--- src/glm_pkg.sv ---
/*
 Constants, register map and carriers for the genset load manager.
 Assumes a 40 MHz APB clock and power values in one unsigned scale.
*/
package glm_pkg;
   // ==========================================
   // Timing
   localparam int CLK_HZ      = 40_000_000;
   localparam int TICK_S      = 1;
   localparam int TICK_CYC    = TICK_S * CLK_HZ;
   localparam int SUB_PULSE_S = 3;
   localparam int NSTEP       = 5;
   localparam int PW          = 16;
   // ==========================================
   // Register byte offsets
   localparam logic [7:0] A_CTRL    = 8'h00;
   localparam logic [7:0] A_SHED_HI = 8'h04;
   localparam logic [7:0] A_SHED_LO = 8'h08;
   localparam logic [7:0] A_ADD_DLY = 8'h0C;
   localparam logic [7:0] A_SA_DLY  = 8'h10;
   localparam logic [7:0] A_ML_ALVL = 8'h14;
   localparam logic [7:0] A_ML_SLVL = 8'h18;
   localparam logic [7:0] A_ML_AST  = 8'h1C;
   localparam logic [7:0] A_ML_AWT  = 8'h20;
   localparam logic [7:0] A_ML_SST  = 8'h24;
   localparam logic [7:0] A_ML_SWT  = 8'h28;
   localparam logic [7:0] A_STATUS  = 8'h2C;
   localparam logic [7:0] CTRL_W    = 8'h08;
   localparam logic [15:0] PWR_RST  = 16'h0000;
   localparam logic [15:0] LIM_RST  = 16'hFFFF;
   localparam logic [15:0] DLY_RST  = 16'h0001;
   // ==========================================
   // Input role config: assignment, contact sense, active level
   typedef struct packed {
      logic fs_neg;
      logic fs_nc;
      logic das_neg;
      logic das_nc;
      logic rs_neg;
      logic rs_nc;
      logic das_asg;
      logic rs_asg;
   } glm_ctrl_s;
   typedef struct packed {
      logic [PW-1:0] hi;
      logic [PW-1:0] lo;
      logic [15:0]   add_dly;
      logic [15:0]   sa_dly;
      logic [PW-1:0] ml_alvl;
      logic [PW-1:0] ml_slvl;
      logic [15:0]   ml_ast;
      logic [15:0]   ml_awt;
      logic [15:0]   ml_sst;
      logic [15:0]   ml_swt;
   } glm_lim_s;
endpackage : glm_pkg

--- src/glm_top.sv ---
/*
 Genset load manager: shedding/dummy output, step add/subtract pulses,
 five-step load sequencer and mains override by remote-start and
 disable-auto-start inputs, with an APB register file.
 Assumes gen_power comes from logic on pclk; contact pins are async.
*/
// Our own choices: the APB register port and the placing of the registers.
// Operation
// - Shed on when power above high limit
// - Shed off below low limit; hold between
// - Dummy load output is inverse of shed
// - Step-add while power below low limit
// - Step-subtract while power above high limit
// - Add delay spaces adds and subtracts
// - Subtract-to-add delay withholds next add
// - Five loads, add upward, remove downward
// - Add step after add start delay
// - Add wait delay between step connections
// - Remove step after subtract start delay
// - Subtract wait delay between disconnections
// - Removed step gets three second pulse
// - Remote start replaces mains sensing
// - Mains indicator follows remote start
// - Contact sense and active level configurable
// - Disable-auto-start forces mains present
// - Running genset stops via normal sequences
// - Indicator shows mains present meanwhile
// - Inactive input resumes real sensing
// - Remote start overrides other inputs
`timescale 1ns/1ps
module glm_top
   import glm_pkg::*;
#(
   parameter int TICK_CYCLES = TICK_CYC
) (
   input  wire logic          pclk,
   input  wire logic          presetn,
   input  wire logic          psel,
   input  wire logic          penable,
   input  wire logic          pwrite,
   input  wire logic [7:0]    paddr,
   input  wire logic [31:0]   pwdata,
   output logic      [31:0]   prdata,
   output logic               pready,
   output logic               pslverr,
   input  wire logic [PW-1:0] gen_power,
   input  wire logic          genset_running,
   input  wire logic          mains_sense_ok,
   input  wire logic          rs_pin,
   input  wire logic          das_pin,
   input  wire logic          fs_pin,
   output logic               shed_out,
   output logic               dummy_out,
   output logic               step_add,
   output logic               step_sub,
   output logic [NSTEP-1:0]   load_add,
   output logic [NSTEP-1:0]   load_sub,
   output logic               mains_led,
   output logic               mains_ok_eff,
   output logic               start_req,
   output logic               cooldown_stop
);
   localparam int          PULSE_CYC = SUB_PULSE_S * TICK_CYCLES;
   localparam logic [2:0]  NSTEP_3   = 3'(NSTEP);

   function automatic logic pin_active(input logic p, input logic nc, input logic neg);
      pin_active = p ^ neg ^ nc;
   endfunction : pin_active

   function automatic logic [15:0] dec16(input logic [15:0] v, input logic t);
      dec16 = (t && v != 16'h0000) ? v - 16'h0001 : v;
   endfunction : dec16

   function automatic logic [NSTEP-1:0] therm(input logic [2:0] n);
      therm = NSTEP'((6'h01 << n) - 6'h01);
   endfunction : therm

   // ==========================================
   // Synchronisers and second tick
   logic [3:0] s1_r, s2_r;
   logic [31:0] tick_cnt_r, tick_cnt_nxt;
   logic       tick_r, tick_nxt;

   always_comb begin
      tick_nxt     = 1'b0;
      tick_cnt_nxt = tick_cnt_r + 32'h1;
      if (tick_cnt_r >= 32'(TICK_CYCLES - 1)) begin
         tick_cnt_nxt = 32'h0;
         tick_nxt     = 1'b1;
      end
   end

   always_ff @(posedge pclk or negedge presetn) begin
      if (!presetn) begin
         s1_r       <= 4'h0;
         s2_r       <= 4'h0;
         tick_cnt_r <= 32'h0;
         tick_r     <= 1'b0;
      end else begin
         s1_r       <= {fs_pin, das_pin, rs_pin, mains_sense_ok};
         s2_r       <= s1_r;
         tick_cnt_r <= tick_cnt_nxt;
         tick_r     <= tick_nxt;
      end
   end

   // ==========================================
   // APB register file
   glm_ctrl_s ctrl_r, ctrl_nxt;
   glm_lim_s  lim_r, lim_nxt;
   logic [31:0] prdata_r, prdata_nxt;
   logic        pready_r, pready_nxt;
   logic        pslverr_r, pslverr_nxt;
   logic [31:0] status;
   logic [31:0] rd;
   logic        hit;
   logic [2:0]  steps_r, steps_nxt;
   logic        shed_r, shed_nxt;
   logic        sadd_r, sadd_nxt;
   logic        ssub_r, ssub_nxt;
   logic        mok_r, mok_nxt;
   logic        sreq_r, sreq_nxt;
   logic [NSTEP-1:0] ladd_r, ladd_nxt;
   logic [NSTEP-1:0] lsub_r, lsub_nxt;

   always_comb begin
      status = {16'h0, s2_r[3:1], sreq_r, mok_r, ladd_r, steps_r, ssub_r, sadd_r, shed_r};
      hit = 1'b1;
      rd  = 32'h0;
      case (paddr)
         A_CTRL:    rd = {24'h0, ctrl_r};
         A_SHED_HI: rd = {16'h0, lim_r.hi};
         A_SHED_LO: rd = {16'h0, lim_r.lo};
         A_ADD_DLY: rd = {16'h0, lim_r.add_dly};
         A_SA_DLY:  rd = {16'h0, lim_r.sa_dly};
         A_ML_ALVL: rd = {16'h0, lim_r.ml_alvl};
         A_ML_SLVL: rd = {16'h0, lim_r.ml_slvl};
         A_ML_AST:  rd = {16'h0, lim_r.ml_ast};
         A_ML_AWT:  rd = {16'h0, lim_r.ml_awt};
         A_ML_SST:  rd = {16'h0, lim_r.ml_sst};
         A_ML_SWT:  rd = {16'h0, lim_r.ml_swt};
         A_STATUS:  rd = status;
         default:   hit = 1'b0;
      endcase
      // Answer is prepared in setup so pready can be a flop
      pready_nxt  = psel && !penable;
      prdata_nxt  = (psel && !penable && !pwrite && hit) ? rd : 32'h0;
      pslverr_nxt = psel && !penable && !hit;
      ctrl_nxt    = ctrl_r;
      lim_nxt     = lim_r;
      if (psel && penable && pready_r && pwrite && hit) begin
         case (paddr)
            A_CTRL:    ctrl_nxt        = pwdata[7:0];
            A_SHED_HI: lim_nxt.hi      = pwdata[15:0];
            A_SHED_LO: lim_nxt.lo      = pwdata[15:0];
            A_ADD_DLY: lim_nxt.add_dly = pwdata[15:0];
            A_SA_DLY:  lim_nxt.sa_dly  = pwdata[15:0];
            A_ML_ALVL: lim_nxt.ml_alvl = pwdata[15:0];
            A_ML_SLVL: lim_nxt.ml_slvl = pwdata[15:0];
            A_ML_AST:  lim_nxt.ml_ast  = pwdata[15:0];
            A_ML_AWT:  lim_nxt.ml_awt  = pwdata[15:0];
            A_ML_SST:  lim_nxt.ml_sst  = pwdata[15:0];
            A_ML_SWT:  lim_nxt.ml_swt  = pwdata[15:0];
            default:   ctrl_nxt        = ctrl_r;
         endcase
      end
   end

   always_ff @(posedge pclk or negedge presetn) begin
      if (!presetn) begin
         ctrl_r    <= CTRL_W;
         lim_r     <= {LIM_RST, PWR_RST, DLY_RST, DLY_RST, PWR_RST, LIM_RST,
                       DLY_RST, DLY_RST, DLY_RST, DLY_RST};
         prdata_r  <= 32'h0;
         pready_r  <= 1'b0;
         pslverr_r <= 1'b0;
      end else begin
         ctrl_r    <= ctrl_nxt;
         lim_r     <= lim_nxt;
         prdata_r  <= prdata_nxt;
         pready_r  <= pready_nxt;
         pslverr_r <= pslverr_nxt;
      end
   end

   // ==========================================
   // Mains override
   logic rs_act, das_act, fs_act;
   logic cool_r, cool_nxt;

   always_comb begin
      rs_act  = pin_active(s2_r[1], ctrl_r.rs_nc, ctrl_r.rs_neg);
      das_act = pin_active(s2_r[2], ctrl_r.das_nc, ctrl_r.das_neg);
      fs_act  = pin_active(s2_r[3], ctrl_r.fs_nc, ctrl_r.fs_neg);
      if (ctrl_r.rs_asg) begin
         mok_nxt  = !rs_act;
         sreq_nxt = rs_act;
      end else if (ctrl_r.das_asg && das_act) begin
         mok_nxt  = 1'b1;
         sreq_nxt = fs_act;
      end else begin
         mok_nxt  = s2_r[0];
         sreq_nxt = fs_act || !s2_r[0];
      end
      // Engine is not cut: the normal mains-wait and cooldown run first
      cool_nxt = genset_running && !sreq_nxt;
   end

   always_ff @(posedge pclk or negedge presetn) begin
      if (!presetn) begin
         mok_r  <= 1'b1;
         sreq_r <= 1'b0;
         cool_r <= 1'b0;
      end else begin
         mok_r  <= mok_nxt;
         sreq_r <= sreq_nxt;
         cool_r <= cool_nxt;
      end
   end

   // ==========================================
   // Shedding and step add/subtract pulses
   logic [15:0] agap_r, agap_nxt;
   logic [15:0] sgap_r, sgap_nxt;
   logic [15:0] sa_r, sa_nxt;
   logic        low, high;

   always_comb begin
      low      = gen_power < lim_r.lo;
      high     = gen_power > lim_r.hi;
      shed_nxt = shed_r;
      if (high)
         shed_nxt = 1'b1;
      else if (low)
         shed_nxt = 1'b0;
      agap_nxt = dec16(agap_r, tick_r);
      sgap_nxt = dec16(sgap_r, tick_r);
      sa_nxt   = dec16(sa_r, tick_r);
      sadd_nxt = sadd_r;
      ssub_nxt = ssub_r;
      if (sadd_r) begin
         if (!low)
            sadd_nxt = 1'b0;
      end else if (low && !ssub_r && agap_r == 16'h0000 && sa_r == 16'h0000) begin
         sadd_nxt = 1'b1;
         agap_nxt = lim_r.add_dly;
      end
      if (ssub_r) begin
         if (!high) begin
            ssub_nxt = 1'b0;
            sa_nxt   = lim_r.sa_dly;
         end
      end else if (high && sgap_r == 16'h0000) begin
         ssub_nxt = 1'b1;
         sgap_nxt = lim_r.add_dly;
      end
   end

   always_ff @(posedge pclk or negedge presetn) begin
      if (!presetn) begin
         shed_r <= 1'b0;
         sadd_r <= 1'b0;
         ssub_r <= 1'b0;
         agap_r <= 16'h0000;
         sgap_r <= 16'h0000;
         sa_r   <= 16'h0000;
      end else begin
         shed_r <= shed_nxt;
         sadd_r <= sadd_nxt;
         ssub_r <= ssub_nxt;
         agap_r <= agap_nxt;
         sgap_r <= sgap_nxt;
         sa_r   <= sa_nxt;
      end
   end

   // ==========================================
   // Five-step sequencer
   // Start timers count whole ticks, so a start delay may run up to
   // one tick short; the per-step pulse counts cycles and is exact.
   logic [15:0] acnt_r, acnt_nxt;
   logic [15:0] scnt_r, scnt_nxt;
   logic [15:0] awt_r, awt_nxt;
   logic [15:0] swt_r, swt_nxt;
   logic [31:0] ptmr_r [NSTEP];
   logic [31:0] ptmr_nxt [NSTEP];
   logic        ml_low, ml_high;

   always_comb begin
      ml_low    = gen_power < lim_r.ml_alvl;
      ml_high   = gen_power > lim_r.ml_slvl;
      steps_nxt = steps_r;
      awt_nxt   = dec16(awt_r, tick_r);
      swt_nxt   = dec16(swt_r, tick_r);
      acnt_nxt  = 16'h0000;
      scnt_nxt  = 16'h0000;
      if (ml_low && tick_r && acnt_r != 16'hFFFF)
         acnt_nxt = acnt_r + 16'h0001;
      else if (ml_low)
         acnt_nxt = acnt_r;
      if (ml_high && tick_r && scnt_r != 16'hFFFF)
         scnt_nxt = scnt_r + 16'h0001;
      else if (ml_high)
         scnt_nxt = scnt_r;
      for (int i = 0; i < NSTEP; i++)
         ptmr_nxt[i] = (ptmr_r[i] != 32'h0) ? ptmr_r[i] - 32'h1 : 32'h0;
      if (ml_low && acnt_r >= lim_r.ml_ast && awt_r == 16'h0000 && steps_r < NSTEP_3) begin
         steps_nxt = steps_r + 3'h1;
         awt_nxt   = lim_r.ml_awt;
         acnt_nxt  = 16'h0000;
      end else if (ml_high && scnt_r >= lim_r.ml_sst && swt_r == 16'h0000 && steps_r != 3'h0) begin
         steps_nxt = steps_r - 3'h1;
         swt_nxt   = lim_r.ml_swt;
         scnt_nxt  = 16'h0000;
         ptmr_nxt[steps_nxt] = 32'(PULSE_CYC);
      end
      ladd_nxt = therm(steps_nxt);
      for (int i = 0; i < NSTEP; i++)
         lsub_nxt[i] = ptmr_nxt[i] != 32'h0;
   end

   always_ff @(posedge pclk or negedge presetn) begin
      if (!presetn) begin
         steps_r <= 3'h0;
         acnt_r  <= 16'h0000;
         scnt_r  <= 16'h0000;
         awt_r   <= 16'h0000;
         swt_r   <= 16'h0000;
         ladd_r  <= '0;
         lsub_r  <= '0;
         for (int i = 0; i < NSTEP; i++)
            ptmr_r[i] <= 32'h0;
      end else begin
         steps_r <= steps_nxt;
         acnt_r  <= acnt_nxt;
         scnt_r  <= scnt_nxt;
         awt_r   <= awt_nxt;
         swt_r   <= swt_nxt;
         ladd_r  <= ladd_nxt;
         lsub_r  <= lsub_nxt;
         for (int i = 0; i < NSTEP; i++)
            ptmr_r[i] <= ptmr_nxt[i];
      end
   end

   // ==========================================
   // Outputs
   logic dummy_r;

   always_ff @(posedge pclk or negedge presetn) begin
      if (!presetn)
         dummy_r <= 1'b1;
      else
         dummy_r <= !shed_nxt;
   end

   assign prdata        = prdata_r;
   assign pready        = pready_r;
   assign pslverr       = pslverr_r;
   assign shed_out      = shed_r;
   assign dummy_out     = dummy_r;
   assign step_add      = sadd_r;
   assign step_sub      = ssub_r;
   assign load_add      = ladd_r;
   assign load_sub      = lsub_r;
   assign mains_led     = mok_r;
   assign mains_ok_eff  = mok_r;
   assign start_req     = sreq_r;
   assign cooldown_stop = cool_r;
endmodule : glm_top

--- config.mk ---
export PLATFORM = sky130hd
export DESIGN_NAME = glm_top
export DESIGN_NICKNAME = d
export VERILOG_FILES = /design/src/glm_pkg.sv /design/src/glm_top.sv
export SDC_FILE = /design/constraint.sdc
export NUM_CORES = 1
export LEC_CHECK = 0
export ABC_AREA = 0
export BUFFER_PORTS_ARGS = -buffer_cell sky130_fd_sc_hd__clkbuf_2
export CAP_MARGIN = 20
export CELL_PAD_IN_SITES_DETAIL_PLACEMENT = 0
export CELL_PAD_IN_SITES_GLOBAL_PLACEMENT = 1
export CORE_AREA = 2 2 232 234
export CTS_CLUSTER_DIAMETER = 100
export DETAILED_ROUTE_END_ITERATION = 16
export DIE_AREA = 0 0 234 236
export HOLD_SLACK_MARGIN = 0.1
export PLACE_DENSITY = 0.91
export SKIP_LAST_GASP = 1
export SLEW_MARGIN = 10
export SYNTH_ARGS = -nofsm -noshare
export SYNTH_HDL_FRONTEND = slang
export SYNTH_SLANG_ARGS = --single-unit
--- constraint.sdc ---
create_clock -name pclk -period 11.24 [get_ports pclk]
set_clock_uncertainty 0.05 [all_clocks]
set_input_delay 0.562 -clock pclk [delete_from_list [all_inputs] [get_ports pclk]]
set_output_delay 0.562 -clock pclk [all_outputs]
set_load 0.05 [all_outputs]
* Yosys cells after proc, flatten, opt, wreduce, memory -nomap -nowiden *
Cells that the tools add are included.

storage, ports and cells
  register bits = 535
  input bits = 66
  logic and storage cells = 221

cells by class
  add/subtract/negate cells = 16
  order comparisons = 10
  eq/ne operators = 14
  shifts and indexed selects = 1
  mux-type cells = 49
  bitwise gates (word level) = 10
  reductions and logical operators = 74

operator list
  operator                                                number
  2-to-1 mux 16 bit                                       21
  2-to-1 mux 160 bit                                      2
  nonzero test 32 bit                                     10
  2-to-1 mux 32 bit                                       8
  one-hot mux 16 bit (12 select lines)                    1
  subtractor 32 x 1 -> 32 bit (second input constant)     5
  bitwise AND 110 bit                                     1
  NOT 110 bit                                             1
  demux 32 bit (select 3 bit)                             1
  zero test 16 bit                                        5
  nonzero test 16 bit                                     5
  subtractor 16 x 1 -> 16 bit (second input constant)     5
  OR 50 bit                                               1
  adder 16 x 1 -> 16 bit (second input constant)          2
  adder 32 x 1 -> 32 bit (second input constant)          1
  == test 8 x 5 -> 1 bit (second input constant)          4
  == test 8 x 6 -> 1 bit (second input constant)          4
  >= comparator 16 bit                                    2
  >= comparator 32 x 26 -> 1 bit (second input constant)  1
  greater-than comparator 16 bit                          2
  < comparator 16 bit                                     2
  inequality test 16 bit (second input constant)          2
  logical AND 1 bit                                       30
  AND reduction 2 bit                                     11
  other kinds (20)                                        47

* Longest topological paths before layout *
  word-level depth = 11
  gate-level depth with buffers = 16
  gate-level depth less buffers = 15

* Worst setup path before layout *
Ideal clock, no wire load.

  kind = reg2reg
  start = register awt_r[0]
  end = register ladd_r[4] (netlist: load_add[4])
  setup time = 123 ps
  data arrival time = 3,569 ps
  data required time = 11,067 ps
  path slack = 7,498 ps
  stages on the path, launching flop included = 13
  buffers on the path = 0
  cell sequence = dfrtp_1 inv_1 ha_1 or3b_4 or4_4 or4_4 a2111oi_4 a2111oi_2 a22o_4 xor2_4 or3_1 ha_1 o221a_1

on the way
  cells in the longest elaborated chain, start to end = 6

ends and longest elaborated chain
  what                             RTL line        text
  start: declaration               glm_top.sv:283  logic [15:0] awt_r, awt_nxt;
  start signal: assignment         glm_top.sv:337  awt_r <= awt_nxt;
  zero test 16 bit                 glm_top.sv:307  if (ml_low && acnt_r >= lim_r.ml_ast && awt_r == 16'h0000 && steps_r < NSTEP_3) begin
  logical AND 1 bit (2 in series)  glm_top.sv:307
  2-to-1 mux 3 bit                 glm_top.sv:307
  net steps_nxt[2]                 glm_top.sv:117  logic [2:0] steps_r, steps_nxt;
  << shifter 1 x 3 -> 5 bit        glm_top.sv:75   therm = NSTEP'((6'h01 << n) - 6'h01);
  subtractor 5 x 1 -> 5 bit        glm_top.sv:75
  net ladd_nxt[4]                  glm_top.sv:123  logic [NSTEP-1:0] ladd_r, ladd_nxt;
  end signal: assignment           glm_top.sv:339  ladd_r <= ladd_nxt;
  end: declaration                 glm_top.sv:123

The timed path passes the listed nets, and every way through them passes these cells.
A chain may end at the register's enable or synchronous reset.

==> flow_summary.ini <==
[die]
dieHeight_um = 236
core_area_mm2 = 0.0531
io_pins = 118
initial_core_util = 0.522
rows = 85
die_area_mm2 = 0.0552
die_w_um = 234

[timing]
timing.final.max_slew_violations = 0
tightest_slew_ns = 1.07
fin_crit_ns = 4.61
grt_setup_unrepaired = no
setup_tns_ns = 0
max_freq_ghz = 0.217
final.period_utilization = 0.410
hold_ws_ns = 0.197
setup_violations = 0
relSlewSlack = 0.283
hold_violations = 0

[worst_setup_path]
worst-path-buf-inv = 2
cpMaxStageDelayCell = nand2_1
crit_required_ns = 11.64
worstPathArrival_ns = 5.01
cpPeakStageDelay_ns = 0.80
worstPathCellList = inv_1 > ha_1 > nand4_1 > nor3_1 > a21boi_0 > o31ai_1 > a2111oi_4 > buf_4 > nand4_1 > nand2_1 > nor2_1
crit_type = register to register
crit_path_end_kind = register
path_max_fanout = 22
cp_top_family = simple AND/OR/NAND/NOR gates
cp-start-kind = register
cpMostUsedCell = nand4_1

[pwr]
p_leak_nw = 13.5
power_switching_mw = 1.11
pwr-share-clk = 0.435
seq_power_share = 0.472
pwr-share-comb = 0.093
powerDensity_mw_per_mm2 = 142
p_sw_frac = 0.253
ir_drop_mv = 0.132
intPower_mw = 3.27

[clock_network]
postCtsHoldBufs = 7
cts.path.max_buffers = 3
cts_htree_levels = 2
cts_setup_buffers = 0
cts.clk_slew.worst_paths_ns = 0.06
insertion_delay_ns = 0.61
clock_sinks = 519
cts_tree = done
cts.repair.resized = 0
cts-root-buf = clkbuf_16
cts_buffers = 56

[grt]
grt_max_degree = 163
met3_usage = 0.0461
overflow = 0
grt-busiest-layer = met2
grt.met2_usage = 0.427
grt_pass1_vias = 21515
grt_use_met1 = 0.381
antenna_found_initial = 5
gr-usage-all-layers = 0.275
grt_pass1_wl_mm = 119

[synth]
synth-async-reset-ratio = 1.00
synth_cells = 2896
yosysSeqAreaShare = 0.471
ys_ff_latch = 519
synthFlopType = dfrtp_1
syn-cell-area_mm2 = 0.0277
yosysWarnings = 0
synth_edf_count = 0
synth_cell_types = 84
avgSynthCellArea_um2 = 9.57

[route]
num_vias = 22122
viasPerCell = 5.98
drt_iter0_markers = 1973
drtPass1Iterations = 7
drt.antenna.violating_nets = 0
wl_per_cell_um = 20.4
drt-total-wl_mm = 75.4
drc = 0

[layout]
drive_gt1_frac = 0.126
area_growth_pct = 11.0
layout_common_cells = 478 x dfrtp_1, 318 x nor2_1, 282 x nand2_1, 220 x o21ai_0, 166 x xnor2_1
nets = 3135
final_common_cell = dfrtp_1
final_area_mm2 = 0.0308

[job]
drv_cap = 0

[placement]
port_buffers = 85
placed_cell_area_mm2 = 0.0287
routabilityCongestion = 0.980
dp.final_hpwl_mm = 53.4

[hold_path]
hold_class = input pin to register

[run_status]
status = finished, final reports clean
-- power by group through the flow --
stage | registers, mW | logic [mW] | clock network (mW)
global placement | 2.09 | 0.382 | 0
floorplan | 2.07 | 0.282 | 0
detailed placement | 2.09 | 0.402 | 0
finish | 2.07 | 0.409 | 1.91
global route | 2.08 | 0.463 | 2.01
CTS | 2.06 | 0.409 | 1.94
-- flip-flops by register name, summed over array words and instances (netlist names), 3 cells and up --
| signal | flops |
|---|---|
| sgap_r | 16 |
| load_add | 5 |
| awt_r | 16 |
| tick_cnt_r | 32 |
| load_sub | 5 |
| ptmr_r | 160 |
| ctrl_r | 8 |
| swt_r | 16 |
| acnt_r | 16 |
| prdata | 16 |
| lim_r | 160 |
| scnt_r | 16 |
| sa_r | 16 |
| s2_r | 4 |
| agap_r | 16 |
| s1_r | 4 |
| steps_r | 3 |
-- cell type report --
cell class	count	area [um2]
timing repair buffer	124	776
multi-input combinational	2099	13600
clock inverter	15	183
fill	4513	22300
tap	696	871
antenna	5	12.5
sequential	519	13000
clock buffer	88	1730
inverter	151	567
-- metrics by stage --
stage / util / cells / power, mW / setup WS [ns]
floorplan: - / 2917 / 2.35 / 7.50
global placement: 0.541 / 3579 / 2.47 / 6.63
detailed placement: 0.541 / 3580 / 2.50 / 6.57
CTS: 0.579 / 3690 / 4.41 / 6.68
global route: 0.579 / 3695 / 4.55 / 6.37
finish: 0.580 / 3697 / 4.38 / 6.63
-- synthesized netlist by cell type (5+ instances only) --
| cell | number | share of area |
|---|---|---|
| buf_4 | 22 | 0.0060 |
| nor2_1 | 319 | 0.043 |
| ha_1 | 118 | 0.053 |
| o32ai_1 | 12 | 0.0038 |
| nand2b_1 | 20 | 0.0045 |
| a222oi_1 | 8 | 0.0029 |
| nor4_1 | 61 | 0.014 |
| nor2b_1 | 10 | 0.0023 |
| a21oi_1 | 78 | 0.014 |
| nand3_1 | 58 | 0.010 |
| a21o_1 | 34 | 0.0092 |
| nand2_1 | 282 | 0.038 |
| buf_2 | 8 | 0.0014 |
| nor3_1 | 104 | 0.019 |
| a211oi_1 | 6 | 0.0016 |
| nor3b_1 | 20 | 0.0054 |
| mux2_2 | 86 | 0.035 |
| a31oi_1 | 31 | 0.0070 |
| dfrtp_1 | 478 | 0.43 |
| and3_1 | 15 | 0.0034 |
| or4_1 | 22 | 0.0060 |
| o32a_1 | 6 | 0.0022 |
| o21a_1 | 8 | 0.0022 |
| nor4b_1 | 8 | 0.0025 |
| and2_1 | 11 | 0.0025 |
| nand3b_1 | 10 | 0.0027 |
| a221oi_1 | 37 | 0.012 |
| o31ai_1 | 16 | 0.0043 |
| or2_2 | 10 | 0.0023 |
| o21ai_0 | 220 | 0.040 |
| nand4_1 | 47 | 0.011 |
| a22o_1 | 35 | 0.011 |
| inv_1 | 150 | 0.020 |
| a221o_1 | 7 | 0.0025 |
| o41ai_1 | 5 | 0.0016 |
| dfstp_2 | 41 | 0.039 |
| and4_1 | 6 | 0.0019 |
| or3_1 | 40 | 0.0090 |
| clkbuf_1 | 112 | 0.015 |
| xor2_1 | 82 | 0.026 |
| xnor2_1 | 166 | 0.052 |
| a22oi_1 | 14 | 0.0038 |
-- worst reg2reg max path: cells and delay by family (launching register included) --
kind | cells | cell delay (ns)
compound gates | 3 | 1.16
fa+ha+maj | 1 | 0.32
buf+inv | 2 | 0.44
flops | 1 | 0.53
simple gates | 5 | 1.94
-- kinds of logic (layout without fill, tap and decap cells) --
kind of cell               after synthesis  in the layout  share of synthesized area
AOI/OAI and AO/OA                      557            557                      0.131
xor gates and xnor gates               249            249                     0.0794
adders and majority gates              118            118                     0.0533
buffers and inverters                  299            378                     0.0445
DFF                                    519            519                      0.471
muxes                                   90             90                     0.0364
other                                    1             27                   0.000135
and+or+nand+nor                       1063           1063                      0.184
-- per-layer routing --
layer	routed length, um	vias up
met4	3180	0
met1	31900	10921
li1	-	10254
met5	0	-
met2	34300	776
met3	6020	171
-- path summary, 6_finish.rpt --
check                                            from                    end  slack, ns  cells after the start
worst min-delay path                             psel       pready$_DFF_PN0_       0.20                      2
worst max-delay path            lim_r[78]$_DFFE_PN1P_  ptmr_r[116]$_DFF_PN0_       6.63                     11
worst max register to register  lim_r[78]$_DFFE_PN1P_  ptmr_r[116]$_DFF_PN0_       6.63                     11
worst min register to register      s1_r[3]$_DFF_PN0_      s2_r[3]$_DFF_PN0_       0.30                      0
max in group asynchronous                     presetn  ptmr_r[121]$_DFF_PN0_       8.33                      5
min in group asynchronous                     presetn   ptmr_r[51]$_DFF_PN0_       0.59                      2
(Power assumes the default switching activity.)
